===== config.mk =====
export PLATFORM = sky130hd
export DESIGN_NAME = swr_top
export DESIGN_NICKNAME = d
export VERILOG_FILES = /design/src/pkg/swr_pkg.sv /design/src/verilog/swr_top.sv /design/src/verilog/swr_pin_sync.sv
export SDC_FILE = /design/constraint.sdc
export NUM_CORES = 1
export LEC_CHECK = 0
export ABC_CLOCK_PERIOD_IN_PS = 2750
export BUFFER_PORTS_ARGS = -buffer_cell sky130_fd_sc_hd__buf_2
export CORE_MARGIN = 4
export CORE_UTILIZATION = 30
export DETAILED_ROUTE_END_ITERATION = 7
export GPL_TIMING_DRIVEN = 1
export HOLD_SLACK_MARGIN = 0.02
export REMOVE_ABC_BUFFERS = 1
export SLEW_MARGIN = 20
export SYNTH_ARGS = -nofsm -noshare
export SYNTH_HDL_FRONTEND = slang
export SYNTH_SLANG_ARGS = --single-unit
export TNS_END_PERCENT = 5

===== constraint.sdc =====
create_clock -name clk_i -period 2.75 [get_ports clk_i]
set_input_delay 0 -clock clk_i [delete_from_list [all_inputs] [get_ports clk_i]]
set_output_delay 0 -clock clk_i [all_outputs]
set_load 0.1 [all_outputs]

===== src/pkg/swr_pkg.sv =====
// Constants shared by the supervisor, watchdog and reset generator
// What this block does
// - Both reset outputs active during power-up and while supply is below trip level.
// - After supply recovers, outputs stay active at least 250 ms.
// - Supply recovery release happens between 250 and 1000 ms, typically 600 ms.
// - Undervoltage drives the reset outputs active within 8 us.
// - Tolerance select picks 5% when low, 10% when high, passed to comparator.
// - One active-high and one active-low reset output, same causes.
// - Debounced low manual input resets; outputs hold at least 250 ms after release.
// - Outputs go active within 20 ms of manual input stably low.
// - Timeout select gives 150, 600 or 1200 ms for ground, open, supply.
// - Missing strobe before period end resets for at least 250 ms.
// - Watchdog cannot be disabled; only strobing prevents its reset.
// - Only a high-to-low strobe edge restarts the period.
// - Strobe ignored while reset is active.
// - Watchdog period restarts from zero when reset outputs release.
package swr_pkg;
  localparam int CLK_FREQ_HZ = 25_000_000;
  localparam int CLK_PERIOD_NS = 40;
  // Time base: one tick per millisecond
  localparam int TIME_BASE_US = 1000;
  localparam int TICK_CYCLES = (CLK_FREQ_HZ / 1_000_000) * TIME_BASE_US;
  // Millisecond figures, counted in ticks
  localparam int STRETCH_MIN_MS = 250;
  localparam int STRETCH_MS = 600;
  localparam int MANUAL_LOW_MIN_TIME_MS = 20;
  localparam int MANUAL_DEBOUNCE_MS = 10;
  localparam int WD_PERIOD_GND_MS = 150;
  localparam int WD_PERIOD_OPEN_MS = 600;
  localparam int WD_PERIOD_VCC_MS = 1200;
  // Supply fail to reset delay, longest
  localparam int SUPPLY_FAIL_DELAY_NS = 8000;
  localparam int SUPPLY_FAIL_DELAY_CYCLES = SUPPLY_FAIL_DELAY_NS / CLK_PERIOD_NS;
  // Counter widths
  localparam int MS_CNT_W = 12;
  localparam int TICK_CNT_W = 24;
  // Timeout select encodings
  localparam logic [1:0] TSEL_GND = 2'h0;
  localparam logic [1:0] TSEL_OPEN = 2'h1;
  localparam logic [1:0] TSEL_VCC = 2'h2;
  // Pin synchroniser layout and reset values
  localparam int PIN_W = 6;
  localparam int PIN_SUPPLY_LOW = 0;
  localparam int PIN_MANUAL_N = 1;
  localparam int PIN_STROBE_N = 2;
  localparam int PIN_TOL = 3;
  localparam int PIN_TSEL_LO = 4;
  localparam logic [PIN_W-1:0] PIN_RST_VAL = 6'h07;
endpackage


===== src/verilog/swr_top.sv =====
// Supervisor: supply monitor, debounced manual reset, watchdog and reset stretcher
`timescale 1ns/1ps
module swr_top #(
  parameter int TICK_CYCLES = swr_pkg::TICK_CYCLES,
  parameter int STRETCH_MS = swr_pkg::STRETCH_MS,
  parameter int DEBOUNCE_MS = swr_pkg::MANUAL_DEBOUNCE_MS,
  parameter int WD_GND_MS = swr_pkg::WD_PERIOD_GND_MS,
  parameter int WD_OPEN_MS = swr_pkg::WD_PERIOD_OPEN_MS,
  parameter int WD_VCC_MS = swr_pkg::WD_PERIOD_VCC_MS
) (
  input wire logic clk_i,
  input wire logic rst_i,
  input wire logic supply_low_i,
  input wire logic manual_reset_n_i,
  input wire logic watchdog_strobe_n_i,
  input wire logic trip_tolerance_select_i,
  input wire logic [1:0] timeout_select_i,
  output logic trip_tolerance_o,
  output logic reset_o,
  output logic reset_n_o
);
  localparam int SUPPLY_BOUND = swr_pkg::SUPPLY_FAIL_DELAY_CYCLES;

  // Refuse settings the counters cannot hold or that break the timing floor
  if (TICK_CYCLES < 2 || TICK_CYCLES >= (1 << swr_pkg::TICK_CNT_W)) begin : g_chk_tick
    $error("swr_top: TICK_CYCLES out of range");
  end
  if (STRETCH_MS < 2 || DEBOUNCE_MS < 1 || DEBOUNCE_MS >= swr_pkg::MANUAL_LOW_MIN_TIME_MS) begin : g_chk_ms
    $error("swr_top: stretch or debounce count out of range");
  end
  if (WD_VCC_MS >= (1 << swr_pkg::MS_CNT_W) || STRETCH_MS >= (1 << swr_pkg::MS_CNT_W)) begin : g_chk_w
    $error("swr_top: millisecond count too wide");
  end
  if (WD_GND_MS < 2 || WD_OPEN_MS < 2 || WD_VCC_MS < 2) begin : g_chk_wd
    $error("swr_top: watchdog period too short");
  end

  logic [swr_pkg::PIN_W-1:0] pins;
  logic [swr_pkg::PIN_W-1:0] pins_s;
  logic supply_low_s;
  logic manual_n_s;
  logic strobe_n_s;
  logic tol_s;
  logic [1:0] tsel_s;
  logic [swr_pkg::TICK_CNT_W-1:0] tick_cnt_reg;
  logic tick_reg;
  logic [swr_pkg::MS_CNT_W-1:0] deb_cnt_reg;
  logic manual_active_reg;
  logic strobe_prev_reg;
  logic strobe_fall;
  logic [swr_pkg::MS_CNT_W-1:0] wd_cnt_reg;
  logic [swr_pkg::MS_CNT_W-1:0] wd_limit;
  logic wd_fire;
  logic cause;
  logic rst_active_reg;
  logic [swr_pkg::MS_CNT_W-1:0] stretch_cnt_reg;

  // Watchdog period for a given timeout select code
  function automatic logic [swr_pkg::MS_CNT_W-1:0] wd_period(input logic [1:0] sel);
    case (sel)
      swr_pkg::TSEL_GND: wd_period = swr_pkg::MS_CNT_W'(WD_GND_MS);
      swr_pkg::TSEL_OPEN: wd_period = swr_pkg::MS_CNT_W'(WD_OPEN_MS);
      default: wd_period = swr_pkg::MS_CNT_W'(WD_VCC_MS);
    endcase
  endfunction

  // All pins pass the three-stage synchroniser
  assign pins = {timeout_select_i, trip_tolerance_select_i, watchdog_strobe_n_i, manual_reset_n_i, supply_low_i};
  swr_pin_sync #(
    .W(swr_pkg::PIN_W),
    .RST_VAL(swr_pkg::PIN_RST_VAL)
  ) u_sync (
    .clk_i(clk_i),
    .rst_i(rst_i),
    .pin_i(pins),
    .sync_o(pins_s)
  );
  assign supply_low_s = pins_s[swr_pkg::PIN_SUPPLY_LOW];
  assign manual_n_s = pins_s[swr_pkg::PIN_MANUAL_N];
  assign strobe_n_s = pins_s[swr_pkg::PIN_STROBE_N];
  assign tol_s = pins_s[swr_pkg::PIN_TOL];
  assign tsel_s = pins_s[swr_pkg::PIN_TSEL_LO +: 2];

  // Tolerance choice handed to the supply comparator
  always_ff @(posedge clk_i) begin
    if (rst_i) begin
      trip_tolerance_o <= 1'b0;
    end else begin
      trip_tolerance_o <= tol_s;
    end
  end

  // Free-running millisecond time base
  always_ff @(posedge clk_i) begin
    if (rst_i) begin
      tick_cnt_reg <= '0;
      tick_reg <= 1'b0;
    end else if (tick_cnt_reg == swr_pkg::TICK_CNT_W'(TICK_CYCLES - 1)) begin
      tick_cnt_reg <= '0;
      tick_reg <= 1'b1;
    end else begin
      tick_cnt_reg <= tick_cnt_reg + 1'b1;
      tick_reg <= 1'b0;
    end
  end

  // Manual input debounce: active after a stable low of DEBOUNCE_MS ticks
  always_ff @(posedge clk_i) begin
    if (rst_i) begin
      deb_cnt_reg <= '0;
      manual_active_reg <= 1'b0;
    end else if (manual_n_s) begin
      deb_cnt_reg <= '0;
      manual_active_reg <= 1'b0;
    end else if (deb_cnt_reg == swr_pkg::MS_CNT_W'(DEBOUNCE_MS)) begin
      manual_active_reg <= 1'b1;
    end else if (tick_reg) begin
      deb_cnt_reg <= deb_cnt_reg + 1'b1;
    end
  end

  // Strobe edge detector on the agreed synchroniser output
  always_ff @(posedge clk_i) begin
    if (rst_i) begin
      strobe_prev_reg <= 1'b1;
    end else begin
      strobe_prev_reg <= strobe_n_s;
    end
  end
  assign strobe_fall = strobe_prev_reg & ~strobe_n_s;

  // Watchdog: no enable exists; held at zero while reset is active
  assign wd_limit = wd_period(tsel_s);
  assign wd_fire = !rst_active_reg && (wd_cnt_reg >= wd_limit);
  always_ff @(posedge clk_i) begin
    if (rst_i) begin
      wd_cnt_reg <= '0;
    end else if (rst_active_reg) begin
      wd_cnt_reg <= '0;
    end else if (strobe_fall) begin
      wd_cnt_reg <= '0;
    end else if (tick_reg && !wd_fire) begin
      wd_cnt_reg <= wd_cnt_reg + 1'b1;
    end
  end

  // Any live cause holds reset and reloads the stretch
  assign cause = supply_low_s | manual_active_reg | wd_fire;
  always_ff @(posedge clk_i) begin
    if (rst_i) begin
      rst_active_reg <= 1'b1;
      stretch_cnt_reg <= '0;
    end else if (cause) begin
      rst_active_reg <= 1'b1;
      stretch_cnt_reg <= '0;
    end else if (rst_active_reg) begin
      if (stretch_cnt_reg == swr_pkg::MS_CNT_W'(STRETCH_MS)) begin
        rst_active_reg <= 1'b0;
      end else if (tick_reg) begin
        stretch_cnt_reg <= stretch_cnt_reg + 1'b1;
      end
    end
  end

  // Complementary outputs, each its own flip-flop
  always_ff @(posedge clk_i) begin
    if (rst_i) begin
      reset_o <= 1'b1;
      reset_n_o <= 1'b0;
    end else begin
      reset_o <= cause | rst_active_reg;
      reset_n_o <= ~(cause | rst_active_reg);
    end
  end
endmodule


===== src/verilog/swr_pin_sync.sv =====
// Three-stage pin synchroniser that accepts a change once stages two and three agree
`timescale 1ns/1ps
module swr_pin_sync #(
  parameter int W = 1,
  parameter logic [W-1:0] RST_VAL = '0
) (
  input wire logic clk_i,
  input wire logic rst_i,
  input wire logic [W-1:0] pin_i,
  output logic [W-1:0] sync_o
);
  logic [W-1:0] ff1_reg;
  logic [W-1:0] ff2_reg;
  logic [W-1:0] ff3_reg;

  // Shift chain; first stage feeds only the second
  always_ff @(posedge clk_i) begin
    if (rst_i) begin
      ff1_reg <= RST_VAL;
      ff2_reg <= RST_VAL;
      ff3_reg <= RST_VAL;
    end else begin
      ff1_reg <= pin_i;
      ff2_reg <= ff1_reg;
      ff3_reg <= ff2_reg;
    end
  end

  // Output bit follows only when the last two stages match
  for (genvar i = 0; i < W; i++) begin : g_bit
    always_ff @(posedge clk_i) begin
      if (rst_i) begin
        sync_o[i] <= RST_VAL[i];
      end else if (ff2_reg[i] == ff3_reg[i]) begin
        sync_o[i] <= ff3_reg[i];
      end
    end
  end
endmodule


======== Yosys cells after proc, flatten, opt, wreduce, memory -nomap -nowiden ========
Cells that the tools add are included.
storage, ports and cells
  word-level logic and storage cells ...... 58
  flip-flop bits (word level) ............. 91
operators by class
  $add $sub $neg .......................... 4
  reduce and logical (&&, ||, !) cells .... 11
  equal/unequal tests ..................... 10
  magnitude comparators ................... 1
  mux-type cells .......................... 4
  bitwise operators ....................... 8
operators with widths
  kind                                             count
  adder 12 x 1 -> 12 bit, second input constant    3
  adder 24 x 1 -> 24 bit, second input constant    1
  == test 24 x 15 -> 1 bit, second input constant  1
  one-hot mux 11 bit (2 select lines)              1
  == test 12 x 10 -> 1 bit, second input constant  1
  == test 12 x 4 -> 1 bit, second input constant   1
  >= comparator 12 bit                             1
  == test 1 bit                                    6
  OR reduction 2 bit                               3
  NOT 1 bit                                        4
  2-to-1 mux 1 bit                                 3
  OR 1 bit                                         3
  AND reduction 3 bit                              1
  OR reduction 3 bit                               1
  == test 2 x 1 -> 1 bit, second input constant    1
  logical AND 1 bit                                2
  logical NOT 1 bit                                2
  logical NOT 2 bit                                1
  AND reduction 2 bit                              1
  bitwise AND 1 bit                                1

======== Depth between registers and ports, before layout ========
Gate-level depths: netlist of run 1.
  depth after elaboration ................. 7
  mapped depth ............................ 11
  gate-level depth less buffers ........... 9

======== By module ========
A second synthesis of run 1 with hierarchy kept.
second synthesis, totals
  cell total of the unflattened synthesis .. 438
  area total of the unflattened synthesis .. 3973.8 um^2
by module, submodules not included
  module        times used  sequential area each (um^2)  area each (um^2)  cells each
  swr_top       1           1341.3                       3264.4            376
  swr_pin_sync  1           480.5                        709.4             62

======== Least setup slack after synthesis of run 1 ========
OpenSTA, ideal clock, no wires.
  path kind ............................... reg2reg
  from .................................... reg u_sync.sync_o[4]
  to ...................................... reg reset_o
  setup slack ............................. 434 ps
  cell stages (with the launch flop) ...... 11
  required time ........................... 2630 ps
  data arrival time ....................... 2196 ps
  clock period less this slack ............ 2316 ps
  buffers on the path ..................... 1
  path through ............................ dfxtp_1 -> nor2b_1 -> inv_1 -> ha_1 -> a21o_1 -> a211oi_2 -> o22a_2 -> nand2_2 -> or4_1 -> buf_2 -> or2_1
between the ends
  cells in the longest elaborated chain, start to end .. 6
  elaborated cells on any way between the ends .. 7
  classes of those cells .................. 1 x order compare; 1 x eq/ne; 1 x mux; 2 x bitwise; 2 x reduce/logical
ends and longest elaborated chain
  item                                                                line                RTL
  start, declared                                                     swr_pin_sync.sv:10  output logic [W-1:0] sync_o
  start signal, assigned by index                                     swr_pin_sync.sv:33  sync_o[i] <= RST_VAL[i];
  start signal, assigned by index                                     swr_pin_sync.sv:35  sync_o[i] <= ff3_reg[i];
  == test 2 x 1 -> 1 bit / logical NOT 2 bit (equally long branches)  swr_top.sv:60       case (sel)
  one-hot mux 11 bit (2 select lines) *                               swr_top.sv:60
  >= comparator 12 bit *                                              swr_top.sv:134      assign wd_fire = !rst_active_reg && (wd_cnt_reg >= wd_limit);
  logical AND 1 bit *                                                 swr_top.sv:134
  OR 1 bit *                                                          swr_top.sv:148      assign cause = supply_low_s | manual_active_reg | wd_fire;
  OR 1 bit *                                                          swr_top.sv:171      reset_o <= cause | rst_active_reg;
  end signal, assigned                                                swr_top.sv:171
  end, declared                                                       swr_top.sv:19       output logic reset_o,
Every way passes the cells marked *; elsewhere a longest branch is shown, timed or not.
A chain may end at the register's enable or synchronous reset.

======== Worst setup path after layout of run 1 ========
  from .................................... reg u_sync.sync_o[4]
  to ...................................... reg stretch_cnt_reg[8] in the netlist's numbering
between the ends
  cells in the longest elaborated chain, start to end .. 6
  elaborated cells on any way between the ends .. 7
  classes of those cells .................. 1 x order compare; 1 x eq/ne; 1 x mux; 1 x bitwise; 3 x reduce/logical
ends and longest elaborated chain
  item                                                                line            RTL
  == test 2 x 1 -> 1 bit / logical NOT 2 bit (equally long branches)  swr_top.sv:60
  one-hot mux 11 bit (2 select lines) *                               swr_top.sv:60
  >= comparator 12 bit *                                              swr_top.sv:134
  logical AND 1 bit *                                                 swr_top.sv:134
  OR 1 bit *                                                          swr_top.sv:148
  OR reduction 2 bit (no line) *                                      -
  end signal, assigned                                                swr_top.sv:160  stretch_cnt_reg <= stretch_cnt_reg + 1'b1;
  end, declared                                                       swr_top.sv:56   logic [swr_pkg::MS_CNT_W-1:0] stretch_cnt_reg;
Marked as above.

==> results of run 1 <==
[final cells by class]
cell class                 instances  area, um^2
sequential                        91        1822
timing repair buffer              23       165.2
fill                            1289        8075
tap                              172       215.2
multi-input combinational        306        1897
clock inverter                     7       101.3
clock buffer                       9       225.2
inverter                          18       67.56
[worst max-delay path, stage by stage, from the launching register on]
cell	delay (ns)
sky130_fd_sc_hd__dfxtp_1	0.36
sky130_fd_sc_hd__nor2b_1	0.18
sky130_fd_sc_hd__inv_1	0.10
sky130_fd_sc_hd__ha_1	0.29
sky130_fd_sc_hd__a21o_1	0.19
sky130_fd_sc_hd__a211oi_2	0.21
sky130_fd_sc_hd__o22a_2	0.19
sky130_fd_sc_hd__nand2_2	0.09
sky130_fd_sc_hd__or4_1	0.47
sky130_fd_sc_hd__buf_4	0.21
sky130_fd_sc_hd__nor2_1	0.11
[final timing paths]
check	slack, ns	end
worst min-delay path	0.38	u_sync.ff1_reg[2]
worst min register to register	0.41	u_sync.ff2_reg[2]
worst max-delay path	0.28	stretch_cnt_reg[8]
worst max register to register	0.28	stretch_cnt_reg[8]
[through the flow]
step	util	setup slack, ns	hold WS, ns
final	0.3575	0.2773	0.3814
after detailed placement	0.3259	0.2878	0.1866
after global placement	0.3259	0.3736	0.1908
after global routing	0.3575	0.1027	0.3883
after floorplan	-	0.1273	0.06907
after CTS	0.3575	0.2647	0.3738
[cell usage after synthesis, types with 2 or more instances]
cell type,count,share of area
sky130_fd_sc_hd__nand4_1,9,0.015
sky130_fd_sc_hd__nand2_1,28,0.027
sky130_fd_sc_hd__or4_1,7,0.014
sky130_fd_sc_hd__dfxtp_1,91,0.47
sky130_fd_sc_hd__nand3_1,23,0.030
sky130_fd_sc_hd__and3_1,9,0.015
sky130_fd_sc_hd__nor4b_1,3,0.0068
sky130_fd_sc_hd__nor4_1,5,0.0081
sky130_fd_sc_hd__xor2_1,22,0.050
sky130_fd_sc_hd__a21o_1,3,0.0059
sky130_fd_sc_hd__a21oi_1,19,0.025
sky130_fd_sc_hd__o21ai_0,16,0.021
sky130_fd_sc_hd__xnor2_1,17,0.039
sky130_fd_sc_hd__o31ai_1,4,0.0078
sky130_fd_sc_hd__nor3_1,6,0.0078
sky130_fd_sc_hd__or3_1,9,0.015
sky130_fd_sc_hd__inv_1,18,0.018
sky130_fd_sc_hd__or2_2,13,0.021
sky130_fd_sc_hd__a211oi_1,2,0.0039
sky130_fd_sc_hd__ha_1,14,0.046
sky130_fd_sc_hd__clkbuf_1,6,0.0059
sky130_fd_sc_hd__buf_2,5,0.0065
sky130_fd_sc_hd__nor2b_1,13,0.021
sky130_fd_sc_hd__o311ai_0,2,0.0046
sky130_fd_sc_hd__o21a_1,2,0.0039
sky130_fd_sc_hd__nor2_1,60,0.059
sky130_fd_sc_hd__nand2b_1,2,0.0033
[what timing repair did]
item | in CTS | in global routing
resized for setup | 0 | 0
endpoints found under the setup margin | 0 | 0
hold buffers | 7 | 0
hold endpoints to repair | 9 | 0
[power by group]
| part | internal [W] | total, W | leakage, nW | switching, W |
|---|---|---|---|---|
| Combinational | 0.0000229 | 0.0000444 | 0.632 | 0.0000215 |
| Sequential | 0.00133 | 0.00134 | 0.737 | 0.00000672 |
| Clock | 0.000802 | 0.00132 | 0.152 | 0.000517 |
[layout by cell type (no fill, tap or decap), types with 3 or more instances in the layout]
cell type	n
sky130_fd_sc_hd__dfxtp_1	91
sky130_fd_sc_hd__nor2_1	60
sky130_fd_sc_hd__nand2_1	28
sky130_fd_sc_hd__nand3_1	23
sky130_fd_sc_hd__xor2_1	22
sky130_fd_sc_hd__a21oi_1	19
sky130_fd_sc_hd__inv_1	18
sky130_fd_sc_hd__xnor2_1	17
sky130_fd_sc_hd__o21ai_0	16
sky130_fd_sc_hd__ha_1	14
sky130_fd_sc_hd__nor2b_1	13
sky130_fd_sc_hd__or2_2	13
sky130_fd_sc_hd__buf_2	10
sky130_fd_sc_hd__nand4_1	9
sky130_fd_sc_hd__and3_1	9
sky130_fd_sc_hd__or3_1	9
sky130_fd_sc_hd__clkbuf_16	9
sky130_fd_sc_hd__or4_1	7
sky130_fd_sc_hd__dlygate4sd3_1	7
sky130_fd_sc_hd__nor3_1	6
sky130_fd_sc_hd__buf_4	6
sky130_fd_sc_hd__nor4_1	5
sky130_fd_sc_hd__nor4b_1	3
sky130_fd_sc_hd__a21o_1	3
sky130_fd_sc_hd__o31ai_1	3
[kinds of logic (layout without fill, tap and decap cells)]
family	Yosys count	count (layout)
simple gates	198	198
flops	91	91
compound gates	53	53
xor+xnor	39	39
buf+inv	30	57
fa+ha+maj	14	14
mux	2	2
[routing by layer]
metal	track usage	vias to the layer above	wire length (um)
met1	0.1212	1329	3219
met4	0.04482	0	155
met3	0.04056	10	291
li1	-	1508	-
met5	0	-	0
met2	0.1678	32	3263
==> summary by stage, run 1 <==
Timing
Clock skew on the completed layout was measured at 0.003979 ns. Counting I/O delays and the setup requirement, the final critical path takes 2.473 ns. The total of endpoints with negative setup slack in the final report is 0. The post-route fraction of the period consumed by the critical path is 0.8992. The total negative slack for setup checks is 0 ns. The final hold violation count is 0. Static timing analysis puts the maximum clock frequency at 404.4 MHz.

The count of pins over their slew limit is 0. At the pin with the least slew margin, the transition time is 0.5019 ns. Setup repair after global routing left no endpoint under its margin. The headroom to the max-slew limit is 0.6626.

Power and ir drop
The analysis attributes to cell leakage a power of 1.522 nW. The total design power is 0.002702 W. The worst IR drop on VDD is 0.3323 mV.

The power density of the placed cells is 601.4 nW/um^2.

Floorplanning
From bottom edge to top edge, the die measures 121.1 um. The die covers 14670 um^2. The core area is 12570 um^2. The floorplan has 41 rows.

The initial core utilization is 0.3055. From left edge to right edge, the die measures 121.1 um. The number of placed I/O pins is 11.

Final layout
The fraction of layout instances using a drive strength above 1 is 0.1211. The antenna diode count is 0. In the final design database the tool counted 471 nets.

Once layout is complete, the cells apart from fillers number 626. Relative to the synthesized area, the layout overhead comes to 17.01%. The register with the most flip-flops in the layout has 24 of them. The cell area after layout is 4493 um^2.

CTS
In this run the deepest clock path goes through 2 buffers. Once the clock tree was built, the setup fixing pass inserted 0 buffers. The depth of the CTS H-tree is 3. The clock drives 91 sinks. The tree is rooted in a sky130_fd_sc_hd__clkbuf_16.

The number of buffers inserted during clock tree synthesis is 9. The clock insertion delay at the later pin of the skew report is 0.34 ns. Clock-pin slew was measured on the worst setup and hold paths at 0.06 ns.

The clock tree from TritonCTS is built.

Logic synthesis
The post-synthesis register bit count is 91. Of the total synthesized cell area, the portion taken by XOR and XNOR cells is 0.08895. Of the total synthesized cell area, the portion taken by full adders, half adders and majority gates is 0.04562. Of the post-synthesis cell area, the part taken by muxes is 0.005539. Yosys mapped a number of flops with a built-in enable equal to 0. The synthesized netlist contains 46 unique library cells. Of the synthesized area, sequential elements account for 0.4744.

The number of cells produced by synthesis is 427. The area fraction in compound gates after synthesis came to 0.08407. Dividing the synthesized area by the synthesized cell count gives 8.993 um^2. The area share of and/or/nand/nor cells after synthesis is 0.2685.

The proportion of register bits with asynchronous set or reset after synthesis is 0. For this run, the leading register cell type out of synthesis is sky130_fd_sc_hd__dfxtp_1. The Yosys step of the flow raised 0 warnings. The synthesized netlist occupies a cell area of 3840 um^2. The largest family of logic cells by synthesized area is simple AND/OR/NAND/NOR gates.

Drt
The total routed wirelength is 6.929 mm. In this run the remaining antenna-violating nets after routing total 0. The total number of vias is 2879.

After the first detailed-routing iteration, the DRC count stood at 84. The final routed DRC violation total is 0. The pre-antenna-repair detailed-routing pass consisted of 4 iterations. The average vias per placed instance is 4.599. In the final routed layout, each cell accounts on average for 11.07 um.

GRT
The number of global-route vias before repair is 2744. Summed over all layers, the global routing overflow is 0. Entering global routing, the biggest net connects 24 pins. The first global-routing pass estimated 12.19 mm of wire.

The number of antenna violations at the first check in global routing is 0. The overall routing resource usage is 0.1034.

Placement
In this run the cell area measured after placement is 4096 um^2. Buffers placed on the I/O ports in this run total 10. The number of cells after detailed placement is 603. Detailed placement ended at an HPWL of 4.840 mm. The final estimated routing congestion in global placement is 0.7940.

Critical path
STA classifies the critical path endpoint as a register. The depth of the worst register-to-register path is 10. STA classifies the critical path startpoint as a register.

The data arrival time at the worst-slack endpoint is 2.75 ns. The maximum fanout along the worst path is 12. The startpoint of the worst setup timing path is u_sync.sync_o[4]. The start of the worst register-to-register path is u_sync.sync_o[4]. The required time reported for the critical path endpoint is 3.02 ns. The setup path with the least slack is of type reg2reg.

Min path
Along the worst hold path, the cell count comes to 3. The tightest min-delay check is of the in2reg type. In this run the most critical hold path is launched from watchdog_strobe_n_i.

Job
Across the run, the number of max-cap violations was 0.

Outcome
The run finished with clean final reports.
Note: power is estimated with default switching activity, not from simulation.
==> run 2: changes to the inputs <==
- ABC_CLOCK_PERIOD_IN_PS: 2750 -> 2500
- clock period: 2.75 -> 2.5 ns (I/O delays scaled with it)
==> run 2 against run 1 <==
Clock skew rose by 0.0036 ns. Total power rose by 11%. Utilization rose by 0.34 points. Critical path depth fell by 1.
==> summary by stage, run 2 (same netlist as run 1, synthesis figures left out) <==
GRT
The number of antenna violations at the first check in global routing came to 0. The remaining global-route overflow is 0. The first global-routing pass estimated 12.01 mm of wire. Entering global routing, the biggest net connects 24 pins.

For this run, the total global-route usage over all layers was measured as 0.1013. The number of global-route vias before repair came to 2731.

CTS
Clock-pin slew was measured on the worst setup and hold paths at 0.07 ns. In this run the clock root is driven by a sky130_fd_sc_hd__clkbuf_16. The clock insertion delay at the later pin of the skew report is 0.34 ns.

The number of sinks handled by clock tree synthesis is 91. Counting the buffers created by CTS gives 9. The depth of the CTS H-tree is 3. The clock passes through at most 2 buffers. The clock tree from TritonCTS is built.

Timing
The clock period minus worst slack is 2.381 ns. The slack of the critical path is 0.1195 ns. Setup violations remaining at the end of the flow were counted as 0. Headroom to the max-slew limit came out at 0.6809. Dividing the final minimum period by the clock period gives 0.9522. The final-layout worst hold slack is 0.3930 ns. The worst-margin pin slew is 0.4746 ns. Setup repair after global routing could not meet its margin everywhere. The final hold violation count was 0.

The count of pins over their slew limit is 0. Timing would allow up to 420.1 MHz. Clock skew on the completed layout was measured at 0.007540 ns.

Placement
In this run the tool buffered the top-level ports with 10 buffer cells. Before CTS, the worst setup slack after placement is 0.03060 ns. Once detailed placement completed, the half-perimeter wirelength came to 4.866 mm. The placed instances occupy a cell area of 4111 um^2. Routability-driven placement finished with a final weighted congestion of 0.7794.

Power and ir drop
The total net switching power is 0.0006233 W. Cell internal power was estimated by the tool at 0.002384 W. The power density of the placed cells is 663.0 nW/um^2. Summed over all cells, the static leakage comes to 1.544 nW. The relative contribution of the clock network to total power is 0.493. The total design power is 0.003007 W.

The power share of the sequential group is 0.490. The worst IR drop on VDD is 0.4048 mV. The relative contribution of combinational cells to total power is 0.017. The switching fraction of total power is 0.2073.

Drt
After the first detailed-routing iteration, the DRC count stood at 84. After detailed routing, the number of vias per cell comes to 4.645. After detailed routing, the number of remaining DRC violations is 0. The total iterations of the first detailed-routing run is 4. The total routed wirelength is 6.932 mm. The count of nets left with antenna violations once routing finished came out at 0. The total number of vias is 2917. The final routed wire length divided by cell count is 11.04 um.

Floorplanning
The die covers 14670 um^2. The floorplan has 41 rows. The number of placed I/O pins is 11. The initial core utilization is 0.3055. The die is 121.1 um wide.

The total area inside the core boundary comes to 12570 um^2. The die extent in y is 121.1 um.

Critical path
The required time reported for the critical path endpoint is 2.78 ns. The signal on the critical path passes through nor2b_4 -> inv_1 -> ha_1 -> a21o_1 -> a211oi_2 -> o22a_2 -> nand3_2 -> or4b_2 -> nand2_1. Data on the critical path arrives at its endpoint at 2.67 ns. For this run, the slowest stage of the critical path takes 0.64 ns.

The worst setup path is launched from a register. The critical path starts at u_sync.sync_o[4]. The critical path start-end classification is reg2reg. The worst register-to-register path begins at u_sync.sync_o[4]. STA classifies the critical path endpoint as a register. The maximum fanout along the worst path is 7. The slowest stage cell on the critical path is sky130_fd_sc_hd__or4b_2.

Final layout
In the layout the commonest cells are sky130_fd_sc_hd__dfxtp_1 (91), sky130_fd_sc_hd__nor2_1 (60), sky130_fd_sc_hd__nand2_1 (28). The area occupied by registers is 1822 um^2. The most common cell after layout, fill and taps aside is sky130_fd_sc_hd__dfxtp_1.

The register with the most flip-flops in the layout has 24 of them. Fill cells in the final layout number 1299. In the final layout, the share of cells above drive strength 1 is 0.1294.

Relative to the synthesized area, the layout overhead comes to 18.12%. Summing all multi-input logic gate instances after layout gives 1908 um^2. The end-of-flow core utilization is 0.3609. 0 antenna diodes ended up in the layout. The total number of nets in the final design is 473. With fillers left out, the area of the finished cells amounts to 4536 um^2.

Job
The number of max-capacitance violations reported is 0.

Outcome
The run finished with clean final reports.

Min path
In this run the most critical hold path is launched from watchdog_strobe_n_i. The class of the most critical hold timing path is in2reg.
## run 2: critical path: cells and delay by family, from the launching register on
family | cells | cell delay, ns
buffers and inverters | 1 | 0.08
and+or+nand+nor | 4 | 1.02
DFF | 1 | 0.36
AOI/OAI and AO/OA | 3 | 0.58
adders and majority gates | 1 | 0.29
## run 2: metrics by stage
step | setup TNS (ns) | std cells
floorplan | -0.1227 | 415
CTS | 0 | 628
global route | -0.06247 | 628
detailed placement | 0 | 605
global placement | 0 | 605
finish | 0 | 628
## run 2: repair_timing
action	in CTS	in global routing
hold buffers	7	0
hold endpoints to repair	10	0
gates resized for setup	0	5
setup buffers	0	0
setup endpoints to repair	0	21
## run 2: power by group through the flow
stage                     sequential (W)  clock, W  combinational [W]
final                            0.00147   0.00148          0.0000509
after global routing             0.00147   0.00159          0.0000570
after CTS                        0.00147   0.00152          0.0000511
after detailed placement         0.00151         0          0.0000426
after global placement           0.00151         0          0.0000417
after floorplan                  0.00150         0          0.0000211
## run 2: worst paths after layout
path	to	slack, ns	cells past startpoint
worst max-delay path	wd_cnt_reg[5]	0.12	9
worst max register to register	wd_cnt_reg[5]	0.12	9
worst min register to register	u_sync.ff2_reg[2]	0.41	1
worst min-delay path	u_sync.ff1_reg[2]	0.39	3
## run 2: per-layer routing
layer	up-vias	GRT usage	wire length [um]
li1	1502	-	-
met5	-	0	0
met1	1378	0.1199	3260
met3	7	0.03543	241
met2	30	0.1646	3317
met4	0	0.04692	113
## run 2: layout make-up
| class | count | area share |
|---|---|---|
| multi-input combinational | 306 | 0.4207 |
| sequential | 91 | 0.4017 |
| clock buffer | 9 | 0.04966 |
| tap | 172 | 0.04745 |
| timing repair buffer | 25 | 0.04138 |
| clock inverter | 7 | 0.02428 |
| inverter | 18 | 0.01490 |
